**src/rtl/qpdt_pkg.sv**
```systemverilog
// constants, register map and field layout of the quad down timer
package qpdt_pkg;
	localparam int NUM_TIMERS = 4;
	localparam int ADDR_W = 8;
	localparam int IDX_W = 6;
	// register word indices, byte address is four times the index
	localparam logic [IDX_W-1:0] IDX_CTRL = 6'h00;
	localparam logic [IDX_W-1:0] IDX_TCTL = 6'h01;
	localparam logic [IDX_W-1:0] IDX_RELOAD = 6'h05;
	localparam logic [IDX_W-1:0] IDX_READBACK = 6'h09;
	localparam logic [IDX_W-1:0] IDX_FLAGS = 6'h0D;
	localparam logic [ADDR_W-1:0] OFF_CTRL = 8'h00;
	localparam logic [ADDR_W-1:0] OFF_TCTL0 = 8'h04;
	localparam logic [ADDR_W-1:0] OFF_RELOAD0 = 8'h14;
	localparam logic [ADDR_W-1:0] OFF_READBACK0 = 8'h24;
	localparam logic [ADDR_W-1:0] OFF_FLAGS = 8'h34;
	// global control fields
	localparam int CTRL_WIDTH_A = 0;
	localparam int CTRL_WIDTH_B = 1;
	localparam int CTRL_HSEL = 2;
	// per-timer control fields
	localparam int TC_RUN = 0;
	localparam int TC_PRESET = 1;
	localparam int TC_REPEAT = 2;
	localparam int TC_DIV = 3;
	localparam int TC_SRC = 5;
	localparam int TC_POL = 6;
	localparam int TC_FUNC = 7;
	localparam int TC_EXT = 8;
	localparam int TC_W = 9;
	// reset values
	localparam logic [7:0] RELOAD_RST = 8'hFF;
	localparam logic [7:0] COUNT_RST = 8'hFF;
	localparam logic [TC_W-1:0] TCTL_RST = 9'h000;
	// prescaler divide codes and terminal counts
	localparam logic [1:0] DIV_1 = 2'h0;
	localparam logic [1:0] DIV_4 = 2'h1;
	localparam logic [1:0] DIV_16 = 2'h2;
	localparam logic [1:0] DIV_64 = 2'h3;
	localparam logic [5:0] PRE_LAST_1 = 6'h00;
	localparam logic [5:0] PRE_LAST_4 = 6'h03;
	localparam logic [5:0] PRE_LAST_16 = 6'h0F;
	localparam logic [5:0] PRE_LAST_64 = 6'h3F;
	// noise rejecter clock taken from the slow oscillator
	localparam int SLOW_HZ = 32768;
	localparam int NR_HZ = 2048;
	localparam logic [3:0] NR_LAST = 4'((SLOW_HZ / NR_HZ) - 1);
	localparam logic [1:0] NR_EDGES_LAST = 2'h1;
	localparam int NR_MIN_PULSE_US = 980;
endpackage

```
**src/rtl/qpdt_prescaler.sv**
```systemverilog
// source clock divider of one timer, /1 /4 /16 /64
`timescale 1ns/1ps
module qpdt_prescaler
	import qpdt_pkg::*;
(
	// clock and reset
	input wire logic mclk,
	input wire logic resetn,
	// control
	input wire logic run,
	input wire logic [1:0] divSel,
	// ticks
	input wire logic tickIn,
	output logic tickOut
);
	logic [5:0] cnt_ff;
	logic [5:0] last;

	always_comb
	begin
		case (divSel)
			DIV_1: last = PRE_LAST_1;
			DIV_4: last = PRE_LAST_4;
			DIV_16: last = PRE_LAST_16;
			DIV_64: last = PRE_LAST_64;
			default: last = PRE_LAST_1;
		endcase
	end

	assign tickOut = run & tickIn & (cnt_ff >= last);

	// source reaches the divider only while running
	always_ff @(posedge mclk or negedge resetn)
	begin
		if (!resetn)
			cnt_ff <= 6'h00;
		else if (!run || tickOut)
			cnt_ff <= 6'h00;
		else if (tickIn)
			cnt_ff <= cnt_ff + 6'h01;
	end
endmodule

```
**src/rtl/qpdt_noise_rejecter.sv**
```systemverilog
// input level accepted after two falling edges of the 2048 Hz clock
`timescale 1ns/1ps
module qpdt_noise_rejecter
	import qpdt_pkg::*;
(
	// clock and reset
	input wire logic mclk,
	input wire logic resetn,
	// synchronised level and 2048 Hz falling edge
	input wire logic levelIn,
	input wire logic edgeTick,
	// filtered level
	output logic levelOut
);
	logic [1:0] cnt_ff;
	logic level_ff;

	assign levelOut = level_ff;

	always_ff @(posedge mclk or negedge resetn)
	begin
		if (!resetn)
		begin
			cnt_ff <= 2'h0;
			level_ff <= 1'b0;
		end
		else if (levelIn == level_ff)
			cnt_ff <= 2'h0;
		else if (edgeTick)
		begin
			if (cnt_ff == NR_EDGES_LAST)
			begin
				level_ff <= levelIn;
				cnt_ff <= 2'h0;
			end
			else
				cnt_ff <= cnt_ff + 2'h1;
		end
	end
endmodule

```
**src/rtl/qpdt_top.sv**
```systemverilog
// four 8-bit down timers in two cascadable pairs, APB register access
//
// Contract
// RULE1 - four 8-bit down counters with own reload values, in two cascadable pairs
// RULE2 - writing one to preset strobe copies reload value into the counter
// RULE3 - run control one counts on input clock, zero halts counting
// RULE4 - stopping or starting keeps the counter value unchanged
// RULE5 - software reads each live counter value at any time
// RULE6 - underflow reloads the counter and emits an underflow pulse
// RULE7 - repeat select one reloads and keeps counting on each underflow
// RULE8 - repeat select zero reloads, stops and clears run control on underflow
// RULE9 - width select zero: pair works as two independent 8-bit timers
// RULE10 - width select one: first timer low byte, second high byte, first controls
// RULE11 - in 16-bit mode second timer run control is held at zero
// RULE12 - source select zero takes slow oscillator, one takes fast oscillator
// RULE13 - in 16-bit mode source and divide come from the first timer
// RULE14 - divide select 11 /64, 10 /16, 01 /4, 00 /1
// RULE15 - source clock reaches prescaler only while run control is one
// RULE16 - external count select clocks first timer from its input pin
// RULE17 - in event counting the first timer divide setting has no effect
// RULE18 - polarity zero counts falling edges, one counts rising edges
// RULE19 - noise rejecter clocks count at second 2048 Hz falling edge
// RULE20 - pulse-width mode gates prescaler clocks by measured input level
// RULE21 - pulse-width in 16-bit mode measures with the whole pair
// RULE22 - halved underflow rate of pair A drives the output pin
// RULE23 - underflow sets flag; in 16-bit mode only second timer flag sets
// RULE24 - halved output source select picks timer; 16-bit uses 16-bit underflow
// RULE25 - 16-bit high byte decrements on low byte underflow; pair reloads at zero
// RULE26 - external pins are synchronised before edge, level or noise logic
//
// The implementer's own choices: the register offsets and the APB interface to the registers.
`timescale 1ns/1ps
module qpdt_top
	import qpdt_pkg::*;
(
	// clock and reset
	input wire logic mclk,
	input wire logic resetn,
	// apb slave
	input wire logic [qpdt_pkg::ADDR_W-1:0] paddr,
	input wire logic psel,
	input wire logic penable,
	input wire logic pwrite,
	input wire logic [31:0] pwdata,
	output logic [31:0] prdata,
	output logic pready,
	output logic pslverr,
	// oscillators and count inputs
	input wire logic slowOscillator,
	input wire logic fastOscillator,
	input wire logic inputPinA,
	input wire logic inputPinB,
	// outputs
	output logic outputPortPin,
	output logic [qpdt_pkg::NUM_TIMERS-1:0] underflowPulse
);
	import qpdt_pkg::*;

	logic [31:0] prdata_ff;
	logic pready_ff;
	logic pslverr_ff;
	logic [3:0] syn1_ff, syn2_ff, syn3_ff, lvl_ff, lvlPrev_ff;
	logic [3:0] nrCnt_ff;
	logic [1:0] nrPrev_ff;
	logic [1:0] nrLvl;
	logic widthA_ff, widthB_ff, hsel_ff;
	logic [TC_W-1:0] tctl_ff [NUM_TIMERS];
	logic [7:0] reload_ff [NUM_TIMERS];
	logic [7:0] cnt_ff [NUM_TIMERS];
	logic [3:0] run_ff;
	logic [3:0] flag_ff;
	logic halved_ff;
	logic [3:0] ufPulse_ff;
	logic slowTick, fastTick, nrFall;
	logic setup, wrEn, hit;
	logic [IDX_W-1:0] idx;
	logic [31:0] rdMux;
	logic [3:0] wrTctl, preTick, tick, dec, reloadEv, presetLd, uf, stopRun, setFlag;
	logic [3:0] wide4;
	logic halvedSrc;

	assign prdata = prdata_ff;
	assign pready = pready_ff;
	assign pslverr = pslverr_ff;
	assign outputPortPin = halved_ff;
	assign underflowPulse = ufPulse_ff;

	// three-stage pin synchronisers, level accepted once stages two and three agree
	always_ff @(posedge mclk or negedge resetn)
	begin
		if (!resetn)
		begin
			syn1_ff <= 4'h0;
			syn2_ff <= 4'h0;
			syn3_ff <= 4'h0;
		end
		else
		begin
			syn1_ff <= {inputPinB, inputPinA, fastOscillator, slowOscillator}; // [RULE26]
			syn2_ff <= syn1_ff;
			syn3_ff <= syn2_ff;
		end
	end

	always_ff @(posedge mclk or negedge resetn)
	begin
		if (!resetn)
		begin
			lvl_ff <= 4'h0;
			lvlPrev_ff <= 4'h0;
		end
		else
		begin
			for (int i = 0; i < 4; i++)
				if (syn2_ff[i] == syn3_ff[i])
					lvl_ff[i] <= syn3_ff[i]; // [RULE26]
			lvlPrev_ff <= lvl_ff;
		end
	end

	assign slowTick = lvl_ff[0] & ~lvlPrev_ff[0];
	assign fastTick = lvl_ff[1] & ~lvlPrev_ff[1];
	assign nrFall = slowTick & (nrCnt_ff == NR_LAST);

	// 2048 Hz falling edge derived from the slow oscillator
	always_ff @(posedge mclk or negedge resetn)
	begin
		if (!resetn)
			nrCnt_ff <= 4'h0;
		else if (slowTick)
			nrCnt_ff <= nrCnt_ff + 4'h1;
	end

	for (genvar p = 0; p < 2; p++)
	begin : g_nr
		qpdt_noise_rejecter u_nr (
			.mclk(mclk),
			.resetn(resetn),
			.levelIn(lvl_ff[2+p]),
			.edgeTick(nrFall),
			.levelOut(nrLvl[p])
		); // [RULE19]
	end

	always_ff @(posedge mclk or negedge resetn)
	begin
		if (!resetn)
			nrPrev_ff <= 2'h0;
		else
			nrPrev_ff <= nrLvl;
	end

	assign wide4 = {widthB_ff, widthB_ff, widthA_ff, widthA_ff};

	for (genvar i = 0; i < NUM_TIMERS; i++)
	begin : g_pre
		qpdt_prescaler u_pre (
			.mclk(mclk),
			.resetn(resetn),
			.run(run_ff[i]), // [RULE15]
			.divSel(tctl_ff[i][TC_DIV +: 2]), // [RULE14]
			.tickIn(tctl_ff[i][TC_SRC] ? fastTick : slowTick), // [RULE12]
			.tickOut(preTick[i])
		);
	end

	// apb decode, zero wait states
	assign setup = psel & ~penable;
	assign wrEn = psel & penable & pready_ff & pwrite;
	assign idx = paddr[ADDR_W-1:2];
	assign hit = (paddr[1:0] == 2'h0) && (idx <= IDX_FLAGS);

	for (genvar i = 0; i < NUM_TIMERS; i++)
	begin : g_wr
		assign wrTctl[i] = wrEn && hit && (idx == IDX_TCTL + IDX_W'(i));
	end

	always_comb
	begin
		rdMux = 32'h0000_0000;
		if (idx == IDX_CTRL)
			rdMux = {29'h0, hsel_ff, widthB_ff, widthA_ff};
		else if (idx == IDX_FLAGS)
			rdMux = {28'h0, flag_ff};
		for (int i = 0; i < NUM_TIMERS; i++)
		begin
			if (idx == IDX_TCTL + IDX_W'(i))
				rdMux = {23'h0, tctl_ff[i][TC_W-1:TC_REPEAT], 1'b0, run_ff[i]};
			if (idx == IDX_RELOAD + IDX_W'(i))
				rdMux = {24'h0, reload_ff[i]};
			if (idx == IDX_READBACK + IDX_W'(i))
				rdMux = {24'h0, cnt_ff[i]}; // [RULE5]
		end
	end

	always_ff @(posedge mclk or negedge resetn)
	begin
		if (!resetn)
		begin
			pready_ff <= 1'b0;
			pslverr_ff <= 1'b0;
			prdata_ff <= 32'h0000_0000;
		end
		else
		begin
			pready_ff <= setup;
			pslverr_ff <= setup & ~hit;
			prdata_ff <= (setup && hit && !pwrite) ? rdMux : 32'h0000_0000;
		end
	end

	// configuration registers
	always_ff @(posedge mclk or negedge resetn)
	begin
		if (!resetn)
		begin
			widthA_ff <= 1'b0;
			widthB_ff <= 1'b0;
			hsel_ff <= 1'b0;
			for (int i = 0; i < NUM_TIMERS; i++)
			begin
				tctl_ff[i] <= TCTL_RST;
				reload_ff[i] <= RELOAD_RST;
			end
		end
		else if (wrEn && hit)
		begin
			if (idx == IDX_CTRL)
			begin
				widthA_ff <= pwdata[CTRL_WIDTH_A];
				widthB_ff <= pwdata[CTRL_WIDTH_B];
				hsel_ff <= pwdata[CTRL_HSEL];
			end
			for (int i = 0; i < NUM_TIMERS; i++)
			begin
				if (wrTctl[i])
				begin
					tctl_ff[i] <= pwdata[TC_W-1:0] & 9'h1FC;
					if (i % 2 == 1)
						tctl_ff[i][TC_EXT] <= 1'b0; // [RULE16]
				end
				if (idx == IDX_RELOAD + IDX_W'(i))
					reload_ff[i] <= pwdata[7:0];
			end
		end
	end

	// per-pair clocking, cascade and underflow
	always_comb
	begin
		tick = 4'h0;
		dec = 4'h0;
		reloadEv = 4'h0;
		presetLd = 4'h0;
		uf = 4'h0;
		stopRun = 4'h0;
		setFlag = 4'h0;
		for (int p = 0; p < 2; p++)
		begin
			logic ext, fn, pol, cur, prv, evEdge, uf16;
			ext = tctl_ff[2*p][TC_EXT];
			fn = tctl_ff[2*p][TC_FUNC];
			pol = tctl_ff[2*p][TC_POL];
			cur = fn ? nrLvl[p] : lvl_ff[2+p]; // [RULE19]
			prv = fn ? nrPrev_ff[p] : lvlPrev_ff[2+p];
			evEdge = pol ? (cur & ~prv) : (~cur & prv); // [RULE18]
			uf16 = 1'b0;
			// event input replaces the prescaler, level gates it in pulse-width mode
			tick[2*p] = run_ff[2*p] & (ext ? evEdge
				: (preTick[2*p] & (~fn | (lvl_ff[2+p] == pol)))); // [RULE3] [RULE16] [RULE17] [RULE20]
			if (wide4[2*p])
			begin
				tick[2*p+1] = tick[2*p] & (cnt_ff[2*p] == 8'h00); // [RULE25] [RULE21]
				uf16 = tick[2*p+1] & (cnt_ff[2*p+1] == 8'h00);
				dec[2*p] = tick[2*p] & ~uf16;
				dec[2*p+1] = tick[2*p+1] & ~uf16;
				reloadEv[2*p] = uf16;
				reloadEv[2*p+1] = uf16; // [RULE25]
				uf[2*p+1] = uf16;
				setFlag[2*p+1] = uf16; // [RULE23]
				stopRun[2*p] = uf16 & ~tctl_ff[2*p][TC_REPEAT]; // [RULE10]
				presetLd[2*p] = wrTctl[2*p] & pwdata[TC_PRESET];
				presetLd[2*p+1] = presetLd[2*p];
			end
			else
			begin
				tick[2*p+1] = run_ff[2*p+1] & preTick[2*p+1]; // [RULE9]
				for (int j = 2*p; j < 2*p+2; j++)
				begin
					dec[j] = tick[j] & (cnt_ff[j] != 8'h00);
					reloadEv[j] = tick[j] & (cnt_ff[j] == 8'h00); // [RULE6]
					uf[j] = reloadEv[j];
					setFlag[j] = reloadEv[j]; // [RULE23]
					stopRun[j] = reloadEv[j] & ~tctl_ff[j][TC_REPEAT]; // [RULE8]
					presetLd[j] = wrTctl[j] & pwdata[TC_PRESET];
				end
			end
		end
	end

	// down counters
	always_ff @(posedge mclk or negedge resetn)
	begin
		if (!resetn)
		begin
			for (int i = 0; i < NUM_TIMERS; i++)
				cnt_ff[i] <= COUNT_RST;
		end
		else
		begin
			for (int i = 0; i < NUM_TIMERS; i++)
			begin
				if (presetLd[i])
					cnt_ff[i] <= reload_ff[i]; // [RULE2]
				else if (reloadEv[i])
					cnt_ff[i] <= reload_ff[i]; // [RULE6] [RULE7]
				else if (dec[i])
					cnt_ff[i] <= cnt_ff[i] - 8'h01; // [RULE1] [RULE4]
			end
		end
	end

	// run control, software write wins over the one-shot stop
	always_ff @(posedge mclk or negedge resetn)
	begin
		if (!resetn)
			run_ff <= 4'h0;
		else
		begin
			for (int i = 0; i < NUM_TIMERS; i++)
			begin
				if (i % 2 == 1 && wide4[i])
					run_ff[i] <= 1'b0; // [RULE11] [RULE13]
				else if (wrTctl[i])
					run_ff[i] <= pwdata[TC_RUN]; // [RULE3]
				else if (stopRun[i])
					run_ff[i] <= 1'b0; // [RULE8]
			end
		end
	end

	// underflow flags, write one to clear, set wins
	always_ff @(posedge mclk or negedge resetn)
	begin
		if (!resetn)
			flag_ff <= 4'h0;
		else if (wrEn && hit && idx == IDX_FLAGS)
			flag_ff <= (flag_ff & ~pwdata[3:0]) | setFlag; // [RULE23]
		else
			flag_ff <= flag_ff | setFlag;
	end

	// halved underflow output and underflow pulses
	assign halvedSrc = (widthA_ff | hsel_ff) ? uf[1] : uf[0]; // [RULE24]

	always_ff @(posedge mclk or negedge resetn)
	begin
		if (!resetn)
		begin
			halved_ff <= 1'b0;
			ufPulse_ff <= 4'h0;
		end
		else
		begin
			if (halvedSrc)
				halved_ff <= ~halved_ff; // [RULE22]
			ufPulse_ff <= uf; // [RULE6]
		end
	end
endmodule

```
**config.mk**
```make
export PLATFORM = sky130hd
export DESIGN_NAME = qpdt_top
export DESIGN_NICKNAME = d
export VERILOG_FILES = /design/src/rtl/qpdt_pkg.sv /design/src/rtl/qpdt_prescaler.sv /design/src/rtl/qpdt_noise_rejecter.sv /design/src/rtl/qpdt_top.sv
export SDC_FILE = /design/constraint.sdc
export NUM_CORES = 1
export LEC_CHECK = 0
export ABC_CLOCK_PERIOD_IN_PS = 4100
export CORE_ASPECT_RATIO = 2
export CORE_MARGIN = 4
export CORE_UTILIZATION = 55
export DETAILED_ROUTE_END_ITERATION = 16
export DONT_BUFFER_PORTS = 1
export HOLD_SLACK_MARGIN = 0.06
export PLACE_DENSITY = 0.7
export SYNTH_ARGS = -nofsm -noshare
export SYNTH_HDL_FRONTEND = slang
export SYNTH_SLANG_ARGS = --single-unit
```
**constraint.sdc**
```tcl
create_clock -name mclk -period 4.1 [get_ports mclk]
set_clock_uncertainty 0.05 [all_clocks]
set_input_delay 0.82 -clock mclk [delete_from_list [all_inputs] [get_ports mclk]]
set_output_delay 0.82 -clock mclk [all_outputs]
set_load 0.005 [all_outputs]
```
==> impl_metrics.yaml, run 1 <==
worst_setup_path:
  cp_slowest_cell: "a2111oi_0"
  crit_path_cell_trace: "or2_2 -> ha_1 -> nand2b_1 -> a2111oi_0 -> or4_1 -> a21oi_1 -> a21oi_1 -> o21ai_0 -> o21a_1 -> o22a_1"
  end_kind: "register"
  cpMostUsedCell: "a21oi_1"
  cp-start-kind: "register"
  cp_max_fo: 7
  crit_arrival_ns: 3.78
  path_class: "register to register"
  path_delay_family: "compound AO/OA/AOI/OAI gates"
  cpPeakStageDelay_ns: 0.55
  worst-path-buf-inv: 0
  required_ns: 4.41
route:
  wl_per_cell_um: 22.4
  num_vias: 8046
  ant_nets: 0
  firstDrtPassIters: 5
  drtIter0Drc: 550
  finalWirelength_um: 27800
  drc: 0
  vias_per_cell: 6.50
synthesis:
  synth_top_flop_cell: "dfrtp_1"
  synth_area_um2: 9860
  netlist_top_cells_area: "dfrtp_1, dfstp_2, mux2_2"
  synth_top_area_cell: "dfrtp_1"
  ys_seq_area_share_pct: 44.7
  post_synth_num_cell_types: 77
  synthArstFlopShare_pct: 100
  yosys_warnings: 0
  synth_cells: 1021
  avgSynthCellArea_um2: 9.66
  ys_seq_elements: 173
  synth_edf_count: 0
  yosys.area.top_type_share_pct: 27.7
place:
  dp_cells: 1205
  dp_hpwl_um: 19900
  gp_congestion: 0.985
  portBuffers: 0
layout:
  multi_input_area_um2: 5070
  diodes: 0
  layout.cells.non_filler: 1238
  drive_gt1_share_pct: 17.7
  ff_latch_area_um2: 4410
  nNetsFinal: 1096
  syn_to_final_growth_pct: 6.95
  fillers: 1498
sta:
  setup_violations: 0
  finalHoldViolCount: 0
  min_period_ns: 3.46
  tightest_slew_ns: 0.777
  max_slew_margin_pct: 48.1
  fin_tns_setup_ns: 0
  report.final.slew_viol_count: 0
  finalCritPeriodShare_pct: 84.5
  rsz0062_at_grt: "no"
  fmax_mhz: 289
cts:
  clock_latency_ns: 0.44
  cts_root_buf: "clkbuf_16"
  cts_sinks: 173
  clockBufferDepth: 2
  htreeDepth: 4
  cts_buffers: 17
  clk_pin_slew_ns: 0.07
  postCtsSetupBuffers: 0
  tritoncts: "yes"
pwr:
  ir_drop_mv: 0.300
  p_per_area_nw_per_um2: 355
  internal_power_uw: 2780
  clkPwrFrac_pct: 41.5
  p_seq_share_pct: 49.8
  switching_share_pct: 25.8
  netSwitchingPower_uw: 966
  power_frac_comb_pct: 8.6
  p_leak_uw: 0.00453
worst_hold_path:
  hold_path_class: "primary input to async pin"
global_route:
  grt_overflow: 0
  grt_max_degree: 110
  grt_pass1_vias: 7881
  grt_pass1_wl_um: 43600
  antenna_found_initial: 0
  grt_usage_pct: 28.6
die:
  num_io_pins: 88
  initial_utilization_pct: 55.7
  die_x_um: 103
  die_height_um: 197
  coreArea_um2: 17700
  dieArea_um2: 20300
  rows: 69
flow_run:
  cap_violations: 0
run_status:
  status: "complete, no violations"
[what timing repair did]
action | CTS | global route
endpoints found under the hold margin | 109 | 0
resized for setup | 0 | 0
hold buffers | 1 | 0
[cell usage after synthesis, types with 8 or more instances]
library cell and instances:
a21o_1 10, a21oi_1 67, a22oi_1 12, and2_1 8, and3_1 8, buf_4 24
clkbuf_1 29, dfrtp_1 109, dfstp_2 64, ha_1 35, inv_1 31, mux2_2 53
mux2i_1 16, nand2_1 99, nand2b_1 20, nand3_1 27, nand4_1 13, nor2_1 73
nor2b_1 17, nor3_1 26, nor3b_1 11, nor4_1 8, o21a_1 11, o21ai_0 79
o22ai_1 13, or3_1 8, xnor2_1 12, xor2_1 13
[sequential cells by signal, indices dropped and copies added, names as in the netlist, 2 cells and up]
signal,count
cnt_ff,32
flag_ff,4
g_nr.u_nr.cnt_ff,4
g_nr.u_nr.levelOut,2
g_pre.u_pre.cnt_ff,24
lvlPrev_ff,4
lvl_ff,4
nrCnt_ff,4
nrPrev_ff,2
prdata,9
reload_ff,32
run_ff,4
syn1_ff,4
syn2_ff,4
syn3_ff,4
tctl_ff,26
underflowPulse,4
[metrics by stage]
stage               worst slack (ns)  util [%]  instance area (µm²)  power (µW)  hold WS (ns)
finish                         0.637      59.6                10600        3740         0.183
floorplan                      0.951         -                 9950        2140         0.281
detailed placement             0.559      56.3                 9960        2190         0.293
CTS                            0.630      59.6                10600        3780         0.162
global route                   0.407      59.6                10600        3900         0.158
global placement               0.576      56.3                 9960        2180         0.284
[cells in the final DEF, fill, tap and decap left out, types with 6 or more instances in the layout]
cell       netlist  layout
a211oi_1         6       6
nand4_1         13      13
and3_1           8       8
nor3b_1         11      11
nor2b_1         17      17
or3_1            8       8
inv_1           31      31
nor4_1           8       7
o21ai_0         79      79
and2_1           8       8
clkbuf_16        0      17
dfstp_2         64      64
or2_2            6       6
a22o_1           7       7
o22ai_1         13      13
nand3_1         27      27
nor3_1          26      26
dfrtp_1        109     109
ha_1            35      35
a21o_1          10      10
o211ai_1         6       6
nand2_1         99      99
a31oi_1          6       6
xor2_1          13      13
xnor2_1         12      12
nor2_1          73      73
mux2i_1         16      16
conb_1           1      23
buf_4           24      13
nand2b_1        20      20
a22oi_1         12      12
a21oi_1         67      67
mux2_2          53      53
o21a_1          11      11
[logic make-up after synthesis]
logic type	after synthesis	synth area share [%]
multiplexers	72	8.36
flip-flops	173	44.7
AO/OA/AOI/OAI	261	16.7
XOR/XNOR	25	2.22
AND/OR/NAND/NOR	354	18.4
other	1	0.0380
adder cells (fa/ha/maj)	39	4.85
buffers and inverters	96	4.81
[per-layer routing]
layer	part of all wire, %	vias to the layer above	track usage, %
li1	-	3646	-
met1	36	3940	32.7
met2	51	341	47.1
met3	5.7	119	5.09
met4	7.7	0	20.2
met5	0	-	0
[worst paths after layout]
check,start,cells after the start,slack [ns],end
max,tctl_ff[3]$_DFFE_PN0P_,10,0.64,cnt_ff[7]$_DFFE_PN1P_
min,resetn,0,0.18,reload_ff[23]$_DFFE_PN1P_
max reg2reg,tctl_ff[3]$_DFFE_PN0P_,10,0.64,cnt_ff[7]$_DFFE_PN1P_
min reg2reg,syn1_ff[0]$_DFF_PN0_,0,0.30,syn2_ff[0]$_DFF_PN0_
max in group asynchronous,resetn,1,3.22,nrCnt_ff[1]$_DFFE_PN0P_
min in group mclk,syn1_ff[0]$_DFF_PN0_,0,0.30,syn2_ff[0]$_DFF_PN0_
[area by class of cell]
class / count / area share, %
multi-input combinational: 774 / 48.1
sequential: 173 / 41.8
clock buffer: 19 / 4.20
tap: 213 / 2.53
timing repair buffer: 14 / 1.19
inverter: 32 / 1.14
clock inverter: 13 / 1.10
[power groups by stage]
stage          sequential (µW)  clock (µW)  combinational (µW)
2_1_floorplan             1870           0                 270
3_3_place_gp              1890           0                 287
3_5_place_dp              1890           0                 298
4_1_cts                   1870        1590                 325
5_1_grt                   1880        1660                 371
6_report                  1870        1550                 322
No activity file was read; power rests on OpenSTA's default activity.
==> run 2: changes to the inputs <==
--- a/config.mk
+++ b/config.mk
@@ -5,7 +5,7 @@
 export SDC_FILE = /design/constraint.sdc
 export NUM_CORES = 1
 export LEC_CHECK = 0
-export ABC_CLOCK_PERIOD_IN_PS = 4100
+export ABC_CLOCK_PERIOD_IN_PS = 3200
 export CORE_ASPECT_RATIO = 2
 export CORE_MARGIN = 4
 export CORE_UTILIZATION = 55
==> constraint.sdc (replaced) <==
create_clock -name mclk -period 3.2 [get_ports mclk]
set_clock_uncertainty 0.05 [all_clocks]
set_input_delay 0.64 -clock mclk [delete_from_list [all_inputs] [get_ports mclk]]
set_output_delay 0.64 -clock mclk [all_outputs]
set_load 0.005 [all_outputs]
==> impl_metrics.yaml, run 2 (same netlist as run 1, synthesis figures left out) <==
worst_setup_path:
  crit_arrival_ns: 3.35
  end_kind: "register"
  path_class: "register to register"
  r2r_start: "cnt_ff[16]$_DFFE_PN1P_"
  cp-startpoint: "cnt_ff[16]$_DFFE_PN1P_"
  rr_worst_depth: 11
  required_ns: 3.53
  cp-start-kind: "register"
  cp_max_fo: 21
  r2r_setup_slack_ns: 0.18
cts:
  postCtsSetupBuffers: 0
  cts_buffers: 17
  htreeDepth: 4
  cts_root_buf: "clkbuf_16"
  cts_sinks: 173
  clock_latency_ns: 0.45
  clk_pin_slew_ns: 0.07
  tritoncts: "yes"
  clockBufferDepth: 2
layout:
  drive_gt1_share_pct: 21.5
  layout_common_cells: "dfrtp_1, nand2_1, o21ai_0"
  largestRegisters: "cnt_ff: 32 flops, reload_ff: 32 flops, tctl_ff: 26 flops"
  final_common_cell: "dfrtp_1"
  layout.cells.non_filler: 1284
  fillers: 1537
  nNetsFinal: 1142
  syn_to_final_growth_pct: 11.1
  diodes: 0
run_status:
  violations: "hold timing"
  status: "finished, violations left"
sta:
  tightest_slew_ns: 0.646
  fmax_mhz: 331
  setup_ws_ns: 0.177
  holdWs_ns: -0.157
  setup_violations: 0
  min_period_ns: 3.02
  finalCritPeriodShare_pct: 94.5
  finalHoldViolCount: 109
  rsz0062_at_grt: "no"
  report.final.slew_viol_count: 0
  max_slew_margin_pct: 56.5
pwr:
  p_leak_uw: 0.00478
  switching_share_pct: 25.2
  internal_power_uw: 3630
  ir_drop_mv: 0.420
  p_per_area_nw_per_um2: 443
  netSwitchingPower_uw: 1220
  clkPwrFrac_pct: 42.3
  power_frac_comb_pct: 8.4
  p_seq_share_pct: 49.3
die:
  coreArea_um2: 17700
  initial_utilization_pct: 55.7
  die_height_um: 197
  rows: 69
  die_x_um: 103
  dieArea_um2: 20300
  num_io_pins: 88
route:
  vias_per_cell: 6.28
  firstDrtPassIters: 5
  finalWirelength_um: 28600
  num_vias: 8065
  drtIter0Drc: 658
  ant_nets: 0
  drc: 0
  wl_per_cell_um: 22.2
global_route:
  grt_overflow: 0
  antenna_found_initial: 0
  grt_usage_pct: 29.1
  grt_pass1_wl_um: 44000
  grt_pass1_vias: 8003
  grt_max_degree: 174
place:
  dp_hpwl_um: 21000
  gp_congestion: 0.995
  place_ws_ns: -0.00884
  dp_cells: 1252
  portBuffers: 0
flow_run:
  cap_violations: 0
worst_hold_path:
  hold_path_class: "primary input to async pin"
-- run 2: worst paths after layout --
check / end
setup / recovery: cnt_ff[31]$_DFFE_PN1P_
hold / removal: outputPortPin$_DFFE_PN0P_
setup reg to reg: cnt_ff[31]$_DFFE_PN1P_
hold reg to reg: syn2_ff[0]$_DFF_PN0_
max in group asynchronous: reload_ff[24]$_DFFE_PN1P_
min in group mclk: syn1_ff[1]$_DFF_PN0_
-- run 2: area by class of cell --
class | count | area, µm² | area share, %
Clock inverter | 13 | 141 | 1.29
Inverter | 32 | 120 | 1.10
Tap cell | 213 | 267 | 2.43
Multi-Input combinational cell | 774 | 5100 | 46.5
Clock buffer | 19 | 433 | 3.95
Timing Repair Buffer | 60 | 488 | 4.45
Sequential cell | 173 | 4410 | 40.2
-- run 2: critical path, stage by stage, from the launching register on --
cell and delay, ns:
dfstp_2 0.41, inv_1 0.13, ha_1 0.22, or3b_1 0.38
or3_1 0.36, or3_1 0.37, and2_1 0.20, o41a_1 0.36
buf_12 0.17, nand4_1 0.08, o21ai_0 0.08, a21oi_1 0.16
-- run 2: through the flow --
stage	total power (µW)	utilization, %	instance area [µm²]	TNS, ns	hold WS, ns
final	4850	61.9	11000	0	-0.157
after CTS	4890	61.8	10900	0	-0.167
after detailed placement	2830	58.5	10400	-0.0214	0.286
after global routing	5050	61.9	11000	0	-0.171
after global placement	2820	58.5	10400	0	0.283
after floorplan	2740	-	9950	0	0.281
-- run 2: what timing repair did --
item | 4_1_cts | 5_1_grt
setup endpoints to repair | 6 | 11
endpoints found under the hold margin | 173 | 140
resized for setup | 1 | 6
-- run 2: power groups by stage --
stage / clock [µW] / combinational [µW] / sequential, µW
floorplan: 0 / 345 / 2390
global placement: 0 / 393 / 2420
detailed placement: 0 / 402 / 2430
CTS: 2090 / 408 / 2390
global route: 2180 / 466 / 2400
finish: 2050 / 407 / 2390
-- run 2: routing by layer --
| metal | global-route usage [%] | vias to the layer above | wire length [µm] |
|---|---|---|---|
| li1 | - | 3730 | - |
| met5 | 0 | - | 0 |
| met3 | 4.70 | 122 | 1570 |
| met1 | 31.7 | 3895 | 10000 |
| met2 | 49.9 | 318 | 14800 |
| met4 | 20.5 | 0 | 2170 |
